<file path="config.mk">
export PLATFORM = sky130hd
export DESIGN_NAME = rpd_top
export DESIGN_NICKNAME = d
export VERILOG_FILES = /design/src/rtl/rpd_pkg.sv /design/src/rtl/rpd_top.sv
export SDC_FILE = /design/constraint.sdc
export NUM_CORES = 1
export LEC_CHECK = 0
export BUFFER_PORTS_ARGS = -buffer_cell sky130_fd_sc_hd__buf_4
export CAP_MARGIN = 30
export CELL_PAD_IN_SITES_DETAIL_PLACEMENT = 1
export CELL_PAD_IN_SITES_GLOBAL_PLACEMENT = 2
export CORE_UTILIZATION = 35
export DETAILED_ROUTE_END_ITERATION = 7
export PLACE_DENSITY_LB_ADDON = 0.3
export SLEW_MARGIN = 20
export SYNTH_ARGS = -nofsm -noshare
export SYNTH_HDL_FRONTEND = slang
export SYNTH_SLANG_ARGS = --single-unit
</file>
<file path="constraint.sdc">
create_clock -name clk -period 3.55 [get_ports clk]
set_input_delay 0.355 -clock clk [delete_from_list [all_inputs] [get_ports clk]]
set_output_delay 0.355 -clock clk [all_outputs]
set_load 0.02 [all_outputs]
</file>
<file path="src/rtl/rpd_pkg.sv">
// Constants for the rotor position detector
`default_nettype none
package rpd_pkg;
    // Register byte offsets
    localparam logic [7:0] STATUS_OFS = 8'h00;
    localparam logic [7:0] SETUP_OFS = 8'h04;
    localparam logic [7:0] CONTROL_OFS = 8'h08;
    localparam logic [7:0] DELAY_OFS = 8'h0c;
    localparam logic [7:0] PATTERN_OFS = 8'h10;
    // Reset values
    localparam logic [7:0] SETUP_RST = 8'h00;
    localparam logic [5:0] CONTROL_RST = 6'h00;
    localparam logic [6:0] DELAY_RST = 7'h00;
    localparam logic [2:0] PATTERN_RST = 3'h0;
    // Status field positions
    localparam int ST_EDGE_FALL_BIT = 5;
    localparam int ST_EDGE_RISE_BIT = 4;
    localparam int ST_ACTIVE_BIT = 3;
    // Setup field positions
    localparam int SU_PERIOD_LSB = 6;
    localparam int SU_MODE_LSB = 4;
    localparam int SU_COUNT_LSB = 0;
    // Control field positions
    localparam int CT_SOFT_STOP_BIT = 7;
    localparam int CT_SOFT_START_BIT = 6;
    localparam int CT_TSTOP_EN_BIT = 5;
    localparam int CT_TSTART_EN_BIT = 4;
    localparam int CT_PIN_COUNT_BIT = 3;
    localparam int CT_RECOUNT_BIT = 2;
    localparam int CT_MISMATCH_BIT = 1;
    localparam int CT_ENABLE_BIT = 0;
    // Sampling modes
    localparam logic [1:0] MODE_PWM_ON = 2'h0;
    localparam logic [1:0] MODE_CONTINUOUS = 2'h1;
    localparam logic [1:0] MODE_LOWER = 2'h2;
    // AXI responses
    localparam logic [1:0] RESP_OKAY = 2'h0;
    localparam logic [1:0] RESP_SLVERR = 2'h2;
    typedef enum logic [1:0] {
        RPD_IDLE = 2'b01,
        RPD_RUN = 2'b10
    } rpd_state_e;
endpackage : rpd_pkg
`default_nettype wire

</file>
<file path="src/rtl/rpd_top.sv">
// Rotor position detector with AXI4-Lite registers
`default_nettype none
module rpd_top #(
    parameter int ADDR_W = 8
) (
    input wire logic clk,
    input wire logic resetn,
    input wire logic [ADDR_W-1:0] s_axi_awaddr,
    input wire logic s_axi_awvalid,
    output logic s_axi_awready,
    input wire logic [31:0] s_axi_wdata,
    input wire logic [3:0] s_axi_wstrb,
    input wire logic s_axi_wvalid,
    output logic s_axi_wready,
    output logic [1:0] s_axi_bresp,
    output logic s_axi_bvalid,
    input wire logic s_axi_bready,
    input wire logic [ADDR_W-1:0] s_axi_araddr,
    input wire logic s_axi_arvalid,
    output logic s_axi_arready,
    output logic [31:0] s_axi_rdata,
    output logic [1:0] s_axi_rresp,
    output logic s_axi_rvalid,
    input wire logic s_axi_rready,
    input wire logic phase_u_input,
    input wire logic phase_v_input,
    input wire logic phase_w_input,
    input wire logic [2:0] pwm_phase_on,
    input wire logic [2:0] lower_phase_on,
    input wire logic timer2_trigger,
    input wire logic timer3_trigger,
    output logic position_detected,
    output logic position_interrupt
);
    logic [7:0] sampling_setup_reg;
    logic [5:0] control_reg;
    logic [6:0] sampling_delay_reg;
    logic [2:0] motor_output_pattern_reg;
    logic [1:0] pwm_edge_result_reg;
    logic [2:0] captured_input_pattern_reg;
    rpd_pkg::rpd_state_e state_reg;
    logic stop_pending_reg;
    logic armed_reg;
    logic [3:0] hit_cnt_reg;
    logic [4:0] presc_reg;
    logic [6:0] delay_cnt_reg;
    logic pwm_prev_reg;
    logic [2:0] lower_prev_reg;
    logic [2:0] held_reg;
    logic [ADDR_W-1:0] awaddr_reg;
    logic aw_held_reg;
    logic [31:0] wdata_reg;
    logic wstrb0_reg;
    logic w_held_reg;

    logic [1:0] period_sel;
    logic [1:0] sample_mode;
    logic [3:0] match_target;
    logic timer_stop_enable;
    logic timer_start_enable;
    logic one_pin;
    logic per_pulse_recount;
    logic mismatch_mode;
    logic detector_enable;
    logic running;
    logic strobe;
    logic pwm_any;
    logic pwm_rise;
    logic pwm_fall;
    logic delay_done;
    logic blank_start;
    logic [2:0] phase_win;
    logic window;
    logic [2:0] live_in;
    logic [2:0] eff_in;
    logic [2:0] cmp_mask;
    logic match;
    logic differ;
    logic sample_ok;
    logic hit;
    logic fire;
    logic wr_do;
    logic soft_start;
    logic soft_stop;
    logic start_req;
    logic stop_req;

    assign period_sel = sampling_setup_reg[rpd_pkg::SU_PERIOD_LSB +: 2];
    assign sample_mode = sampling_setup_reg[rpd_pkg::SU_MODE_LSB +: 2];
    assign match_target = sampling_setup_reg[rpd_pkg::SU_COUNT_LSB +: 4];
    assign timer_stop_enable = control_reg[rpd_pkg::CT_TSTOP_EN_BIT];
    assign timer_start_enable = control_reg[rpd_pkg::CT_TSTART_EN_BIT];
    assign one_pin = control_reg[rpd_pkg::CT_PIN_COUNT_BIT];
    assign per_pulse_recount = control_reg[rpd_pkg::CT_RECOUNT_BIT];
    assign mismatch_mode = control_reg[rpd_pkg::CT_MISMATCH_BIT];
    assign detector_enable = control_reg[rpd_pkg::CT_ENABLE_BIT];
    assign running = (state_reg == rpd_pkg::RPD_RUN);

    // Strobe every 4, 8, 16 or 32 clocks
    always_comb begin
        unique case (period_sel)
            2'h0: strobe = (presc_reg[1:0] == 2'h3);
            2'h1: strobe = (presc_reg[2:0] == 3'h7);
            2'h2: strobe = (presc_reg[3:0] == 4'hf);
            2'h3: strobe = (presc_reg == 5'h1f);
        endcase
    end

    always_ff @(posedge clk) begin
        if (!resetn) begin
            presc_reg <= 5'h00;
        end else begin
            presc_reg <= presc_reg + 5'h01;
        end
    end

    assign pwm_any = |pwm_phase_on;
    assign pwm_rise = pwm_any && !pwm_prev_reg;
    assign pwm_fall = !pwm_any && pwm_prev_reg;
    assign blank_start = (sample_mode == rpd_pkg::MODE_PWM_ON && pwm_rise) ||
                         (sample_mode == rpd_pkg::MODE_LOWER &&
                          |(lower_phase_on & ~lower_prev_reg));
    // Onset cycle is blanked too, so exactly the delay is skipped
    assign delay_done = (delay_cnt_reg == 7'h00) &&
                        !(blank_start && sampling_delay_reg != 7'h00);

    // Noise blanking restarts at each conduction onset
    always_ff @(posedge clk) begin
        if (!resetn) begin
            pwm_prev_reg <= 1'b0;
            lower_prev_reg <= 3'h0;
            delay_cnt_reg <= 7'h00;
        end else begin
            pwm_prev_reg <= pwm_any;
            lower_prev_reg <= lower_phase_on;
            if (blank_start && sampling_delay_reg != 7'h00) begin
                delay_cnt_reg <= sampling_delay_reg - 7'h01;
            end else if (blank_start) begin
                delay_cnt_reg <= 7'h00;
            end else if (!delay_done) begin
                delay_cnt_reg <= delay_cnt_reg - 7'h01;
            end
        end
    end

    assign live_in = {phase_w_input, phase_v_input, phase_u_input};

    // Each lower phase keeps its last sample while it is off
    genvar gi;
    generate
        for (gi = 0; gi < 3; gi++) begin : g_phase
            assign phase_win[gi] = lower_phase_on[gi] && delay_done;
            always_ff @(posedge clk) begin
                if (!resetn) begin
                    held_reg[gi] <= 1'b0;
                end else if (strobe && phase_win[gi]) begin
                    held_reg[gi] <= live_in[gi];
                end
            end
        end
    endgenerate

    always_comb begin
        unique case (sample_mode)
            rpd_pkg::MODE_PWM_ON: window = pwm_any && delay_done;
            rpd_pkg::MODE_LOWER: window = |phase_win;
            default: window = 1'b1;
        endcase
    end

    assign eff_in = (sample_mode == rpd_pkg::MODE_LOWER) ? held_reg : live_in;
    assign cmp_mask = one_pin ? 3'h1 : 3'h7;
    assign match = ((eff_in ^ motor_output_pattern_reg) & cmp_mask) == 3'h0;
    assign differ = ((eff_in ^ captured_input_pattern_reg) & cmp_mask) != 3'h0;
    assign sample_ok = running && strobe && window;
    assign hit = mismatch_mode ? differ : (armed_reg && match);
    assign fire = sample_ok && hit &&
                  (({1'b0, hit_cnt_reg} + 5'h01) >= {1'b0, match_target});

    assign wr_do = aw_held_reg && w_held_reg && !s_axi_bvalid;
    assign soft_start = wr_do && wstrb0_reg && awaddr_reg == rpd_pkg::CONTROL_OFS &&
                        wdata_reg[rpd_pkg::CT_SOFT_START_BIT];
    assign soft_stop = wr_do && wstrb0_reg && awaddr_reg == rpd_pkg::CONTROL_OFS &&
                       wdata_reg[rpd_pkg::CT_SOFT_STOP_BIT];
    assign start_req = soft_start || (timer_start_enable && timer2_trigger);
    assign stop_req = soft_stop || (timer_stop_enable && timer3_trigger);

    // Sampling sequencer
    always_ff @(posedge clk) begin
        if (!resetn) begin
            state_reg <= rpd_pkg::RPD_IDLE;
            stop_pending_reg <= 1'b0;
        end else if (!detector_enable) begin
            state_reg <= rpd_pkg::RPD_IDLE;
            stop_pending_reg <= 1'b0;
        end else begin
            unique case (state_reg)
                rpd_pkg::RPD_IDLE: begin
                    stop_pending_reg <= 1'b0;
                    if (start_req) begin
                        state_reg <= rpd_pkg::RPD_RUN;
                    end
                end
                rpd_pkg::RPD_RUN: begin
                    if (fire && stop_pending_reg) begin
                        state_reg <= rpd_pkg::RPD_IDLE;
                        stop_pending_reg <= 1'b0;
                    end else if (stop_req) begin
                        stop_pending_reg <= 1'b1;
                    end
                end
                default: begin
                    state_reg <= rpd_pkg::RPD_IDLE;
                    stop_pending_reg <= 1'b0;
                end
            endcase
        end
    end

    // Consecutive hit counter and ordinary-mode arming
    always_ff @(posedge clk) begin
        if (!resetn) begin
            hit_cnt_reg <= 4'h0;
            armed_reg <= 1'b0;
        end else if (!running) begin
            hit_cnt_reg <= 4'h0;
            armed_reg <= 1'b0;
        end else if (fire) begin
            hit_cnt_reg <= 4'h0;
            armed_reg <= 1'b0;
        end else if (sample_ok) begin
            if (hit) begin
                hit_cnt_reg <= hit_cnt_reg + 4'h1;
            end else begin
                hit_cnt_reg <= 4'h0;
                armed_reg <= armed_reg || !match;
            end
        end else if (per_pulse_recount && sample_mode == rpd_pkg::MODE_PWM_ON && pwm_fall) begin
            hit_cnt_reg <= 4'h0;
        end
    end

    // Start pattern is taken only when leaving idle
    always_ff @(posedge clk) begin
        if (!resetn) begin
            captured_input_pattern_reg <= 3'h0;
        end else if (detector_enable && !running && start_req) begin
            captured_input_pattern_reg <= live_in;
        end
    end

    // Detection outputs and PWM edge results
    always_ff @(posedge clk) begin
        if (!resetn) begin
            position_interrupt <= 1'b0;
            position_detected <= 1'b0;
            pwm_edge_result_reg <= 2'h0;
        end else begin
            position_interrupt <= fire;
            if (fire) begin
                position_detected <= 1'b1;
            end else if (!running || start_req) begin
                position_detected <= 1'b0;
            end
            if (!running && start_req) begin
                pwm_edge_result_reg <= 2'h0;
            end else begin
                if (pwm_fall) begin
                    pwm_edge_result_reg[1] <= position_detected || fire;
                end
                if (pwm_rise) begin
                    pwm_edge_result_reg[0] <= position_detected || fire;
                end
            end
        end
    end

    // AXI4-Lite write side, address and data in either order
    always_ff @(posedge clk) begin
        if (!resetn) begin
            aw_held_reg <= 1'b0;
            w_held_reg <= 1'b0;
            awaddr_reg <= '0;
            wdata_reg <= 32'h0000_0000;
            wstrb0_reg <= 1'b0;
            s_axi_awready <= 1'b0;
            s_axi_wready <= 1'b0;
            s_axi_bvalid <= 1'b0;
            s_axi_bresp <= rpd_pkg::RESP_OKAY;
        end else begin
            s_axi_awready <= !aw_held_reg && !s_axi_awready && s_axi_awvalid && !s_axi_bvalid;
            s_axi_wready <= !w_held_reg && !s_axi_wready && s_axi_wvalid && !s_axi_bvalid;
            if (s_axi_awvalid && s_axi_awready) begin
                aw_held_reg <= 1'b1;
                awaddr_reg <= s_axi_awaddr;
            end
            if (s_axi_wvalid && s_axi_wready) begin
                w_held_reg <= 1'b1;
                wdata_reg <= s_axi_wdata;
                wstrb0_reg <= s_axi_wstrb[0];
            end
            if (wr_do) begin
                aw_held_reg <= 1'b0;
                w_held_reg <= 1'b0;
                s_axi_bvalid <= 1'b1;
                s_axi_bresp <= (awaddr_reg <= rpd_pkg::PATTERN_OFS && awaddr_reg[1:0] == 2'h0) ?
                               rpd_pkg::RESP_OKAY : rpd_pkg::RESP_SLVERR;
            end else if (s_axi_bready) begin
                s_axi_bvalid <= 1'b0;
            end
        end
    end

    // Register stores; stop and start bits are strobes only
    always_ff @(posedge clk) begin
        if (!resetn) begin
            sampling_setup_reg <= rpd_pkg::SETUP_RST;
            control_reg <= rpd_pkg::CONTROL_RST;
            sampling_delay_reg <= rpd_pkg::DELAY_RST;
            motor_output_pattern_reg <= rpd_pkg::PATTERN_RST;
        end else if (wr_do && wstrb0_reg) begin
            unique case (awaddr_reg)
                rpd_pkg::SETUP_OFS: sampling_setup_reg <= wdata_reg[7:0];
                rpd_pkg::CONTROL_OFS: control_reg <= wdata_reg[5:0];
                rpd_pkg::DELAY_OFS: sampling_delay_reg <= wdata_reg[6:0];
                rpd_pkg::PATTERN_OFS: motor_output_pattern_reg <= wdata_reg[2:0];
                default: ;
            endcase
        end
    end

    // AXI4-Lite read side, one cycle after acceptance
    always_ff @(posedge clk) begin
        if (!resetn) begin
            s_axi_arready <= 1'b0;
            s_axi_rvalid <= 1'b0;
            s_axi_rdata <= 32'h0000_0000;
            s_axi_rresp <= rpd_pkg::RESP_OKAY;
        end else begin
            s_axi_arready <= !s_axi_arready && !s_axi_rvalid && s_axi_arvalid;
            if (s_axi_arvalid && s_axi_arready) begin
                s_axi_rvalid <= 1'b1;
                s_axi_rresp <= rpd_pkg::RESP_OKAY;
                unique case (s_axi_araddr)
                    rpd_pkg::STATUS_OFS: s_axi_rdata <= {24'h0, 2'h0, pwm_edge_result_reg,
                                                         running, captured_input_pattern_reg};
                    rpd_pkg::SETUP_OFS: s_axi_rdata <= {24'h0, sampling_setup_reg};
                    rpd_pkg::CONTROL_OFS: s_axi_rdata <= {26'h0, control_reg};
                    rpd_pkg::DELAY_OFS: s_axi_rdata <= {25'h0, sampling_delay_reg};
                    rpd_pkg::PATTERN_OFS: s_axi_rdata <= {29'h0, motor_output_pattern_reg};
                    default: begin
                        s_axi_rdata <= 32'h0000_0000;
                        s_axi_rresp <= rpd_pkg::RESP_SLVERR;
                    end
                endcase
            end else if (s_axi_rready) begin
                s_axi_rvalid <= 1'b0;
            end
        end
    end

    property p_intr_follows_fire;
        @(posedge clk) disable iff (!resetn) fire |=> position_interrupt && position_detected;
    endproperty
    a_intr_follows_fire: assert property (p_intr_follows_fire) else $error("no interrupt");

    property p_disable_idles;
        @(posedge clk) disable iff (!resetn) !detector_enable |=> !running;
    endproperty
    a_disable_idles: assert property (p_disable_idles) else $error("runs while off");

    property p_soft_start;
        @(posedge clk) disable iff (!resetn)
            (soft_start && detector_enable && !running) |=> running;
    endproperty
    a_soft_start: assert property (p_soft_start) else $error("start ignored");

    property p_stop_finish;
        @(posedge clk) disable iff (!resetn)
            (fire && stop_pending_reg && detector_enable) |=> !running ##1 !position_interrupt;
    endproperty
    a_stop_finish: assert property (p_stop_finish) else $error("no stop at hit");

    property p_stop_pending;
        @(posedge clk) disable iff (!resetn)
            (running && stop_req && !fire && detector_enable) |=> stop_pending_reg && running;
    endproperty
    a_stop_pending: assert property (p_stop_pending) else $error("stop lost");

    property p_capture;
        @(posedge clk) disable iff (!resetn)
            (detector_enable && !running && start_req) |=>
                captured_input_pattern_reg == $past(live_in);
    endproperty
    a_capture: assert property (p_capture) else $error("bad capture");

    property p_period4;
        @(posedge clk) disable iff (!resetn)
            (strobe && period_sel == 2'h0) |->
                !$past(strobe) && !$past(strobe, 2) && !$past(strobe, 3);
    endproperty
    a_period4: assert property (p_period4) else $error("strobe too close");

    property p_blanking;
        @(posedge clk) disable iff (!resetn)
            (sample_mode == rpd_pkg::MODE_PWM_ON && delay_cnt_reg != 7'h00) |-> !window;
    endproperty
    a_blanking: assert property (p_blanking) else $error("sampled in delay");

    property p_recount;
        @(posedge clk) disable iff (!resetn)
            (per_pulse_recount && sample_mode == rpd_pkg::MODE_PWM_ON && pwm_fall)
                |=> hit_cnt_reg == 4'h0;
    endproperty
    a_recount: assert property (p_recount) else $error("count kept");

    property p_one_pin;
        @(posedge clk) disable iff (!resetn)
            one_pin |-> match == (eff_in[0] == motor_output_pattern_reg[0]);
    endproperty
    a_one_pin: assert property (p_one_pin) else $error("v w compared");
endmodule : rpd_top
`default_nettype wire

</file>
# Word-level counts from Yosys, hierarchy flattened
# Cells that the tools add are included.
[word_totals] out_inout_bits=43 word_cells=183 input_bits=70 ff_bits=118
[op_classes] magnitude_cmp=2 reduce_logical=89 muxes=23 n_bitwise=10 n_eq_ne=21 n_addsub=5
[ops] cell="logical AND 1 bit" n=44
[ops] cell="case mux 8 bit (5 select lines)" n=1
[ops] cell="== test 8 x 4 -> 1 bit (second input constant)" n=4
[ops] cell="two-way mux 7 bit" n=3
[ops] cell="== test 8 x 3 -> 1 bit (second input constant)" n=2
[ops] cell="== test 8 x 5 -> 1 bit (second input constant)" n=2
[ops] cell="AND reduction 2 bit" n=7
[ops] cell="subtractor 7 x 1 -> 7 bit (second input constant)" n=2
[ops] cell="logical NOT 1 bit" n=12
[ops] cell="two-way mux 4 bit" n=3
[ops] cell="OR reduction 3 bit" n=4
[ops] cell="== test 2 bit (second input constant)" n=5
[ops] cell="AND 3 bit" n=3
[ops] cell="<= comparator 8 x 5 -> 1 bit (second input constant)" n=1
[ops] cell="logical NOT 8 bit" n=1
[ops] cell="two-way mux 2 bit" n=4
[ops] cell="nonzero test 2 bit" n=4
[ops] cell="logical NOT 7 bit" n=1
[ops] cell="two-way mux 1 bit" n=7
[ops] cell="nonzero test 7 bit" n=1
[ops] cell="logical NOT 2 bit" n=3
[ops] cell="logical OR 1 bit" n=6
[ops] cell="two-way mux 3 bit" n=2
[ops] cell="XOR 3 bit" n=2
[ops] cell="21 further kinds" n=26

# Logic depth before layout (Yosys ltp)
# Gate-level depths: netlist of the first run.
[logic_depth] ltp_word=17 ltp_mapped=11 mapped_depth_nobuf=10

# Worst setup path before layout of the first run
# OpenSTA, ideal clock, no wires.
[synth_path] kind="register to register" start="reg presc_reg[0]" end="reg stop_pending_reg" path_stages_with_launch=12 path_buffers=1 setup_slack_ps=1372 setup_ps=123 synth_period_minus_slack_ps=2178 arrival_ps=2054 cell_sequence="dfxtp_1 -> ha_1 -> and3_1 -> ha_1 -> mux2_2 -> a2bb2oi_1 -> or2b_2 -> a211o_1 -> a31oi_4 -> and2_1 -> buf_6 -> a211oi_2"
[synth_between] elab_chain_cells=8 elab_cells_between_ends=11
[synth_rtl] element="from (decl)" line="rpd_top.sv:45" source="logic [4:0] presc_reg;"
[synth_rtl] element="from (signal assigned)" line="rpd_top.sv:113" source="presc_reg <= presc_reg + 5'h01;"
[synth_rtl] element="== test 5 bit (tied with other cells)" line="rpd_top.sv:105" source="2'h3: strobe = (presc_reg == 5'h1f);"
[synth_rtl] element="case mux 1 bit (4 select lines) *" line="rpd_top.sv:101" source="unique case (period_sel)"
[synth_rtl] element="logical AND 1 bit * (2 in a row)" line="rpd_top.sv:175" source="assign sample_ok = running && strobe && window;"
[synth_rtl] element="logical AND 1 bit * (2 in a row)" line="rpd_top.sv:177" source="assign fire = sample_ok && hit &&"
[synth_rtl] element="logical AND 1 bit *" line="rpd_top.sv:205" source="if (fire && stop_pending_reg) begin"
[synth_rtl] element="OR reduction 4 bit (no source line) *"
[synth_rtl] element="to (signal assigned)" line="rpd_top.sv:207" source="stop_pending_reg <= 1'b0;"
[synth_rtl] element="to (signal assigned)" line="rpd_top.sv:209" source="stop_pending_reg <= 1'b1;"
[synth_rtl] element="to (signal assigned)" line="rpd_top.sv:214" source="stop_pending_reg <= 1'b0;"
[synth_rtl] element="to (decl)" line="rpd_top.sv:42" source="logic stop_pending_reg;"
# Mark *: on every way between the ends. The rest lies on a longest branch, timed or not.
# A chain may end at the register's enable or synchronous reset.

# Worst setup path in the final report of the first run
# Same ends and word-level chain as after synthesis.

==> impl_metrics.py, run 1 <==
metrics = {
    "yosys": {
        "ys_async_sr_fraction": 0,
        "synth_edf_count": 0,
        "synth_area_um2": 4670,
        "synth-simple-area-share": 0.237,
        "synth.avg_cell_area_um2": 9.37,
        "synth_cell_types": 66,
        "synthFlopType": "dfxtp_1",
        "synth_warnings": 0,
        "synth_cells": 499,
        "synth_fa_ha_area_frac": 0.0295,
        "ys_seq_elements": 92,
        "synth-compound-area-share": 0.129,
        "synth_top_family_by_area": "simple AND/OR/NAND/NOR gates",
        "synth_xor_area_frac": 0.0281,
        "ys_seq_area_frac": 0.394,
        "synth_mux_area_frac": 0.111,
    },
    "min_path": {
        "hold_path_class": "input port to flip-flop",
    },
    "floorplanning": {
        "die_w_um": 118,
        "core_area_um2": 12800,
        "io_pins": 113,
        "die_h_um": 118,
        "die_area_um2": 13800,
        "start_util": 0.364,
        "rows": 41,
    },
    "detailed_routing": {
        "dr.pass1.iters": 4,
        "vias_per_cell": 4.89,
        "drc_errors": 0,
        "routed_wirelength_um": 11100,
        "drtIter0Drc": 87,
        "wl_per_cell_um": 15.3,
        "vias": 3537,
        "drtAntennaViolNets": 0,
    },
    "power": {
        "vdd_drop_max_v": 0.000177,
        "p_leak_nw": 2.19,
        "power_density_nw_per_um2": 468,
    },
    "clock_tree": {
        "post_cts_buffers": 0,
        "ctsHoldBuffers": 0,
        "clockRootBuffer": "clkbuf_16",
        "cts_inserted_buffers": 9,
        "tritoncts": "built",
        "cts_buffer_depth": 2,
        "clock-sinks": 92,
        "cts.clk_slew.worst_paths_ns": 0.06,
        "htreeDepth": 3,
        "insertion_delay_ns": 0.34,
        "ctsResizeCount": 0,
    },
    "layout": {
        "final_cell_mix": "dfxtp_1, buf_4, nand2_1",
        "layout.nets": 629,
        "antennaDiodeCount": 0,
        "fillCellCount": 1494,
        "areaGrowthSynthToFinish_pct": 15.3,
        "register_area_um2": 1840,
        "layout.cells.non_filler": 724,
        "multi_input_area_um2": 2600,
        "final_common_cell": "dfxtp_1",
        "drive_gt1_frac": 0.188,
    },
    "outcome": {
        "status": "finished clean",
    },
    "worst_setup_path": {
        "endpoint_kind": "flip-flop",
        "critPathMaxFanout": 8,
        "path_class": "flip-flop to flip-flop",
        "arrival_ns": 2.79,
        "crit_required_ns": 3.77,
        "crit_path_start_kind": "flip-flop",
        "rrSetupSlack_ns": 0.99,
    },
    "placement": {
        "port_buffers": 59,
        "dpl.hpwl_um": 8270,
        "pre_cts_ws_ns": 0.970,
        "dp.cells": 709,
        "gpl.final_weighted_congestion": 0.774,
    },
    "timing": {
        "clock_skew_ns": 0.00501,
        "slew_violations": 0,
        "tightest_slew_ns": 0.830,
        "timing.hold.ws_ns": 0.243,
        "rsz0062_at_grt": "false",
        "slew_headroom": 0.442,
        "hold_violations": 0,
        "tns_ns": 0,
        "min_period_ns": 2.56,
        "fin_ws_ns": 0.986,
        "max_freq_mhz": 390,
        "finalCritPeriodShare": 0.722,
        "setup_viol": 0,
    },
    "run": {
        "maxCapViolCount": 0,
    },
    "global_route": {
        "antenna_found_initial": 0,
        "overflow": 0,
        "grt_pass1_wl_um": 18700,
        "grt_max_degree": 88,
        "grt_use_total": 0.170,
        "grt_pass1_vias": 3667,
    },
}
cell usage after synthesis (2+ instances only):
library cell  number  area [um2]
or4_1              3        22.5
and2_1            12        75.1
o31ai_1            4        30.0
nor2_1            15        56.3
mux2i_2            2        27.5
nor4_2             2        25.0
nor3b_1            5        37.5
nand3_1           20         100
nand2_1           55         206
nor3_2             2        20.0
nor3_1            16        80.1
nor2b_1           44         275
ha_1              11         138
a21boi_0          22         165
nand2b_1           4        25.0
inv_1              9        33.8
buf_4             26         195
mux2i_4            2        45.0
dfxtp_1           92        1840
xor2_1             4        35.0
clkbuf_1          16        60.1
and2b_2            3        26.3
a31oi_1            5        31.3
buf_6              2        22.5
o21a_1             5        37.5
a211oi_1           4        30.0
nand3b_1           2        15.0
mux4_2             6         135
and3_1             2        12.5
o21ai_0           14        70.1
a221oi_1           3        26.3
a21oi_1           11        55.1
nor4b_1            3        26.3
a22oi_1            2        15.0
xnor2_1           11        96.3
mux2i_1           30         300
stage by stage:
stage               utilization  total power, mW  instance area [um2]
CTS                       0.420             2.55                 5390
global placement          0.400             1.66                 5130
global route              0.420             2.66                 5390
finish                    0.420             2.52                 5390
detailed placement        0.400             1.68                 5130
floorplan                     -             1.58                 4770
path summary, 6_finish.rpt:
kind	startpoint	endpoint	cells after the start
worst max register to register	presc_reg[0]	stop_pending_reg	10
worst min-delay path	lower_phase_on[1]	lower_prev_reg[1]	2
worst max-delay path	presc_reg[0]	stop_pending_reg	10
worst min register to register	presc_reg[0]	presc_reg[0]	1
area by class of cell:
type / instances / area share
multi-input combinational: 377 / 0.482
sequential: 92 / 0.342
timing repair buffer: 59 / 0.0822
clock buffer: 10 / 0.0425
tap: 172 / 0.0399
inverter: 9 / 0.00627
clock inverter: 5 / 0.00557
critical path, stage by stage (launching register included):
cell and delay, ns:
dfxtp_1 0.36, ha_1 0.20, and3_1 0.17, ha_1 0.14, mux2_2 0.14, a2bb2oi_1 0.09, or2b_2 0.30, a211o_1 0.31
a31oi_4 0.26, and2_1 0.37, a211oi_2 0.11
cell families after synthesis:
group                    Yosys count
XOR/XNOR                          15
AND/OR/NAND/NOR                  200
flip-flops                        92
adder cells (fa/ha/maj)           11
buffers and inverters             55
other                              1
AO/OA/AOI/OAI                     84
multiplexers                      41
routing by layer:
| layer | global-route usage | vias up | wire length [um] |
|---|---|---|---|
| met5 | 0 | - | 0 |
| met4 | 0.0705 | 0 | 184 |
| met3 | 0.0257 | 12 | 240 |
| met2 | 0.283 | 43 | 5350 |
| met1 | 0.218 | 1698 | 5330 |
| li1 | - | 1784 | - |
report_power, final:
group          internal (mW)  switching, mW
Clock                  0.467          0.405
Sequential              1.08         0.0472
Combinational          0.232          0.289
Total                   1.78          0.741
No activity file was read; power rests on OpenSTA's default activity.
==> inputs of run 2 (changes only) <==
--- a/config.mk
+++ b/config.mk
@@ -9,7 +9,7 @@
 export CAP_MARGIN = 30
 export CELL_PAD_IN_SITES_DETAIL_PLACEMENT = 1
 export CELL_PAD_IN_SITES_GLOBAL_PLACEMENT = 2
-export CORE_UTILIZATION = 35
+export CORE_UTILIZATION = 29
 export DETAILED_ROUTE_END_ITERATION = 7
 export PLACE_DENSITY_LB_ADDON = 0.3
 export SLEW_MARGIN = 20
==> constraint.sdc (replaced) <==
create_clock -name clk -period 2.2 [get_ports clk]
set_input_delay 0.22 -clock clk [delete_from_list [all_inputs] [get_ports clk]]
set_output_delay 0.22 -clock clk [all_outputs]
set_load 0.02 [all_outputs]
==> run 2 against run 1 <==
  * The run now ends with negative setup slack left
  * Final area grew 9.3%
  * Clock skew grew 0.0042 ns
  * Hold slack lost 0.14 ns
  * Via count grew 5.7%
  * Non-clock buffer count grew 35
  * Utilization shrank 4.8 points
  * Maximum frequency grew 15%
  * Setup slack lost 1.0 ns
  * First-iteration DRC count shrank 28%
  * Critical endpoint is now hit_cnt_reg[2]
  * Highest routed layer unchanged
==> impl_metrics.py, run 2 (same netlist as run 1, synthesis figures left out) <==
metrics = {
    "outcome": {
        "status": "finished with violations",
        "violations": "negative setup slack",
    },
    "power": {
        "power_density_nw_per_um2": 737,
        "vdd_drop_max_v": 0.000332,
        "seqPwrFrac": 0.419,
        "power.switching_mw": 1.27,
        "p_leak_nw": 2.41,
        "switching_share": 0.294,
        "p_int_mw": 3.06,
        "pwr-share-comb": 0.212,
        "pwr-share-clk": 0.368,
    },
    "floorplanning": {
        "start_util": 0.295,
        "rows": 46,
        "core_area_um2": 15800,
        "die_h_um": 129,
        "die_w_um": 129,
        "io_pins": 113,
        "die_area_um2": 16600,
    },
    "min_path": {
        "hold_path_class": "input port to flip-flop",
        "holdPathEnd": "lower_prev_reg[2]",
        "hp-start": "lower_phase_on[2]",
        "min_path_cells": 2,
    },
    "detailed_routing": {
        "vias": 3739,
        "dr.pass1.iters": 4,
        "drtAntennaViolNets": 0,
        "wl_met3_um": 260,
        "top_layer_used": "met4",
        "route.met2.wl_um": 6150,
        "drtIter0Drc": 63,
        "routed_wirelength_um": 12300,
        "wirelength_met1_um": 5620,
        "drc_errors": 0,
        "wl_per_cell_um": 15.3,
        "vias_per_cell": 4.65,
    },
    "timing": {
        "setup_viol": 5,
        "timing.hold.ws_ns": 0.101,
        "slew_violations": 0,
        "max_freq_mhz": 449,
        "tns_ns": -0.0541,
        "min_period_ns": 2.23,
        "clock_skew_ns": 0.00926,
        "hold_violations": 0,
        "finalCritPeriodShare": 1.01,
        "rsz0062_at_grt": "true",
        "slew_headroom": 0.660,
        "fin_ws_ns": -0.0260,
        "tightest_slew_ns": 0.506,
    },
    "global_route": {
        "grt_use_total": 0.160,
        "grt_max_degree": 45,
        "grt_pass1_vias": 3949,
        "overflow": 0,
        "antenna_found_initial": 0,
        "grt_pass1_wl_um": 20200,
    },
    "placement": {
        "dpl.hpwl_um": 9320,
        "pre_cts_ws_ns": -0.187,
        "post_dp_cell_area_um2": 5450,
        "port_buffers": 59,
        "gpl.final_weighted_congestion": 0.781,
        "dp.cells": 787,
    },
    "run": {
        "maxCapViolCount": 0,
    },
    "layout": {
        "layout.nets": 664,
        "drive_gt1_frac": 0.269,
        "final_cell_mix": "buf_4, dfxtp_1, nand2_1",
        "final_common_cell": "buf_4",
        "areaGrowthSynthToFinish_pct": 26.0,
        "layout.cells.non_filler": 804,
        "design_area_um2": 5890,
        "antennaDiodeCount": 0,
    },
    "clock_tree": {
        "insertion_delay_ns": 0.35,
        "clockRootBuffer": "clkbuf_16",
        "cts_inserted_buffers": 9,
        "tritoncts": "built",
        "clock-sinks": 92,
        "ctsHoldBuffers": 0,
        "cts.clk_slew.worst_paths_ns": 0.07,
        "cts_buffer_depth": 2,
        "htreeDepth": 3,
    },
    "worst_setup_path": {
        "endpoint_kind": "flip-flop",
        "critPathMaxFanout": 5,
        "path_class": "flip-flop to flip-flop",
        "rr_startpoint": "presc_reg[0]",
        "rr_endpoint": "hit_cnt_reg[2]",
        "crit_required_ns": 2.47,
        "arrival_ns": 2.50,
        "rrSetupSlack_ns": -0.03,
        "rr_worst_depth": 11,
        "crit_path_start_kind": "flip-flop",
    },
}
run 2: layout make-up:
class | instances | area [um2]
Clock buffer | 9 | 225
Clock inverter | 7 | 75.1
Fill cell | 1853 | 9940
Inverter | 9 | 33.8
Multi-Input combinational cell | 377 | 2720
Sequential cell | 92 | 1840
Tap cell | 216 | 270
Timing Repair Buffer | 94 | 726
run 2: repair_timing:
item,4_1_cts,5_1_grt
gates resized for setup,23,5
buffers inserted,0,1
endpoints found under the setup margin,12,18
pin swaps,12,11
run 2: worst max-delay path by stage:
| stage | start | endpoint | slack (ns) | cells after the start |
|---|---|---|---|---|
| after floorplan | presc_reg[0] | stop_pending_reg | 0.02 | 11 |
| after global placement | presc_reg[0] | stop_pending_reg | -0.14 | 10 |
| after detailed placement | presc_reg[0] | stop_pending_reg | -0.19 | 10 |
| after CTS | presc_reg[1] | pwm_edge_result_reg[1] | -0.08 | 10 |
| after global routing | presc_reg[1] | hit_cnt_reg[2] | -0.12 | 11 |
| final | presc_reg[0] | hit_cnt_reg[2] | -0.03 | 11 |
run 2: metrics by stage:
| stage | power (mW) | util |
|---|---|---|
| 2_1_floorplan | 2.56 | - |
| 3_3_place_gp | 2.74 | 0.345 |
| 3_5_place_dp | 2.78 | 0.345 |
| 4_1_cts | 4.41 | 0.370 |
| 5_1_grt | 4.59 | 0.372 |
| 6_report | 4.34 | 0.372 |
run 2: routing by layer:
| layer | vias up | track usage |
|---|---|---|
| li1 | 1852 | - |
| met1 | 1821 | 0.197 |
| met2 | 52 | 0.278 |
| met3 | 14 | 0.0195 |
| met4 | 0 | 0.0740 |
| met5 | - | 0 |
run 2: worst max-delay path, cell delays in order (launching register included):
cell and delay, ns:
dfxtp_2 0.35, ha_4 0.14, and3_4 0.19, ha_4 0.11
mux2_4 0.15, a2bb2oi_4 0.06, or2b_4 0.25, a211o_4 0.30
a31oi_4 0.22, buf_6 0.16, o211ai_1 0.09, a21oi_1 0.15
run 2: power groups by stage:
stage               combinational (mW)  clock (mW)  sequential, mW
finish                           0.922        1.60            1.82
global route                      1.05        1.72            1.83
CTS                              0.940        1.65            1.82
detailed placement               0.922           0            1.86
global placement                 0.888           0            1.85
floorplan                        0.711           0            1.85
==> inputs of run 3 (changes only) <==
--- a/config.mk
+++ b/config.mk
@@ -12,6 +12,7 @@
 export CORE_UTILIZATION = 29
 export DETAILED_ROUTE_END_ITERATION = 7
 export PLACE_DENSITY_LB_ADDON = 0.3
+export RECOVER_POWER = 50
 export SLEW_MARGIN = 20
 export SYNTH_ARGS = -nofsm -noshare
 export SYNTH_HDL_FRONTEND = slang
==> run 3 against run 2 <==
  * The flow still finishes with violations (negative setup slack)
  * Final cell count stayed put
  * Global-route usage unchanged
  * Combinational power is 0.8% lower
  * First-iteration DRC count decreased by 4.8%
  * Non-clock buffer count stayed put
  * Critical endpoint unchanged
  * Highest routed layer unchanged
==> impl_metrics.py, run 3 (same netlist as run 1, synthesis figures left out) <==
metrics = {
    "outcome": {
        "status": "finished with violations",
        "violations": "negative setup slack",
    },
    "detailed_routing": {
        "drtAntennaViolNets": 0,
        "dr.pass1.iters": 4,
        "routed_wirelength_um": 12300,
        "wl_per_cell_um": 15.3,
        "vias_per_cell": 4.65,
        "vias": 3742,
        "drtIter0Drc": 60,
        "drc_errors": 0,
    },
    "power": {
        "vdd_drop_max_v": 0.000332,
        "pwr-share-comb": 0.211,
        "seqPwrFrac": 0.420,
        "pwr-share-clk": 0.369,
        "power_mw": 4.33,
        "power.switching_mw": 1.27,
        "switching_share": 0.294,
        "p_leak_nw": 2.34,
        "p_int_mw": 3.06,
        "power_density_nw_per_um2": 744,
    },
    "floorplanning": {
        "core_area_um2": 15800,
        "die_h_um": 129,
        "start_util": 0.295,
        "die_w_um": 129,
        "die_area_um2": 16600,
        "rows": 46,
        "io_pins": 113,
    },
    "timing": {
        "slew_violations": 0,
        "finalCritPeriodShare": 1.01,
        "setup_viol": 5,
        "rsz0062_at_grt": "true",
        "timing.hold.ws_ns": 0.0990,
        "tightest_slew_ns": 0.521,
        "min_period_ns": 2.23,
        "fin_ws_ns": -0.0268,
        "hold_violations": 0,
        "clock_skew_ns": 0.00922,
        "max_freq_mhz": 449,
        "slew_headroom": 0.650,
        "tns_ns": -0.0578,
    },
    "clock_tree": {
        "clock-sinks": 92,
        "clockRootBuffer": "clkbuf_16",
        "htreeDepth": 3,
        "ctsHoldBuffers": 0,
        "cts_buffer_depth": 2,
        "insertion_delay_ns": 0.35,
        "tritoncts": "built",
        "cts.clk_slew.worst_paths_ns": 0.07,
        "cts_inserted_buffers": 9,
    },
    "layout": {
        "fillCellCount": 1857,
        "final_common_cell": "dfxtp_1",
        "antennaDiodeCount": 0,
        "multi_input_area_um2": 2710,
        "final_cell_mix": "dfxtp_1, buf_4, nand2_1",
        "register_area_um2": 1840,
        "post-route-util": 0.368,
        "drive_gt1_frac": 0.240,
        "areaGrowthSynthToFinish_pct": 24.6,
        "layout.nets": 664,
    },
    "placement": {
        "gpl.final_weighted_congestion": 0.781,
        "pre_cts_ws_ns": -0.187,
        "dpl.hpwl_um": 9320,
        "port_buffers": 59,
    },
    "worst_setup_path": {
        "cp_common_cell": "ha_4",
        "crit_path_start_kind": "flip-flop",
        "path_cells": "ha_4, and3_4, ha_4, mux2_4, a2bb2oi_4, or2b_4, a211o_4, a31oi_4, buf_6, o211ai_1, a21oi_1",
        "arrival_ns": 2.50,
        "endpoint_kind": "flip-flop",
        "slowest_stage": "dfxtp_2",
        "cp_slowest_stage_delay_ns": 0.35,
        "path_class": "flip-flop to flip-flop",
        "crit_required_ns": 2.47,
        "critPathMaxFanout": 5,
    },
    "run": {
        "maxCapViolCount": 0,
    },
    "global_route": {
        "antenna_found_initial": 0,
        "grt_pass1_wl_um": 20200,
        "grt_pass1_vias": 3949,
        "overflow": 0,
        "grt_use_total": 0.160,
        "grt_max_degree": 45,
    },
    "min_path": {
        "hold_path_class": "input port to flip-flop",
    },
}
-- run 3: what timing repair did --
| action | 4_1_cts | 5_1_grt |
|---|---|---|
| hold endpoints to repair | 0 | 0 |
| gates resized for setup | 23 | 5 |
| setup buffers | 0 | 1 |
| setup endpoints to repair | 12 | 18 |
| pin swaps | 12 | 11 |
-- run 3: final timing paths --
| path | start | end | slack [ns] | depth (start not counted) |
|---|---|---|---|---|
| max | presc_reg[0] | hit_cnt_reg[2] | -0.03 | 11 |
| min | lower_phase_on[0] | lower_prev_reg[0] | 0.1 | 2 |
| max reg2reg | presc_reg[0] | hit_cnt_reg[2] | -0.03 | 11 |
| min reg2reg | s_axi_rvalid | s_axi_arready | 0.45 | 1 |
-- run 3: worst max-delay path, delay by kind of cell, from the launching register on --
kind                     cells  cell delay [ns]
AO/OA/AOI/OAI                5             0.82
adder cells (fa/ha/maj)      2             0.25
buffers and inverters        1             0.16
flip-flops                   1             0.35
multiplexers                 1             0.15
AND/OR/NAND/NOR              2             0.44
-- run 3: per-layer routing --
metal  part of all wire  global-route usage  up-vias
met3              0.022              0.0195       14
met2               0.50               0.278       52
li1                   -                   -     1854
met5                  0                   0        -
met1               0.46               0.197     1822
met4              0.021              0.0740        0
-- run 3: area by class of cell --
| cell class | count | share of cell area |
|---|---|---|
| Inverter | 9 | 0.00580 |
| Tap cell | 216 | 0.0464 |
| Clock inverter | 7 | 0.0129 |
| Sequential cell | 92 | 0.317 |
| Clock buffer | 9 | 0.0387 |
| Timing Repair Buffer | 94 | 0.114 |
| Multi-Input combinational cell | 377 | 0.465 |
-- run 3: metrics by stage --
| step | instance area, um2 | instances |
|---|---|---|
| after detailed placement | 5450 | 787 |
| after floorplan | 4770 | 524 |
| final | 5820 | 804 |
| after global routing | 5820 | 804 |
| after CTS | 5850 | 803 |
| after global placement | 5450 | 787 |
-- run 3: power by group through the flow --
| stage | clock network, mW | registers (mW) | logic [mW] |
|---|---|---|---|
| after floorplan | 0 | 1.85 | 0.711 |
| after global placement | 0 | 1.85 | 0.888 |
| after detailed placement | 0 | 1.86 | 0.922 |
| after CTS | 1.65 | 1.82 | 0.940 |
| after global routing | 1.72 | 1.83 | 1.04 |
| final | 1.60 | 1.82 | 0.915 |
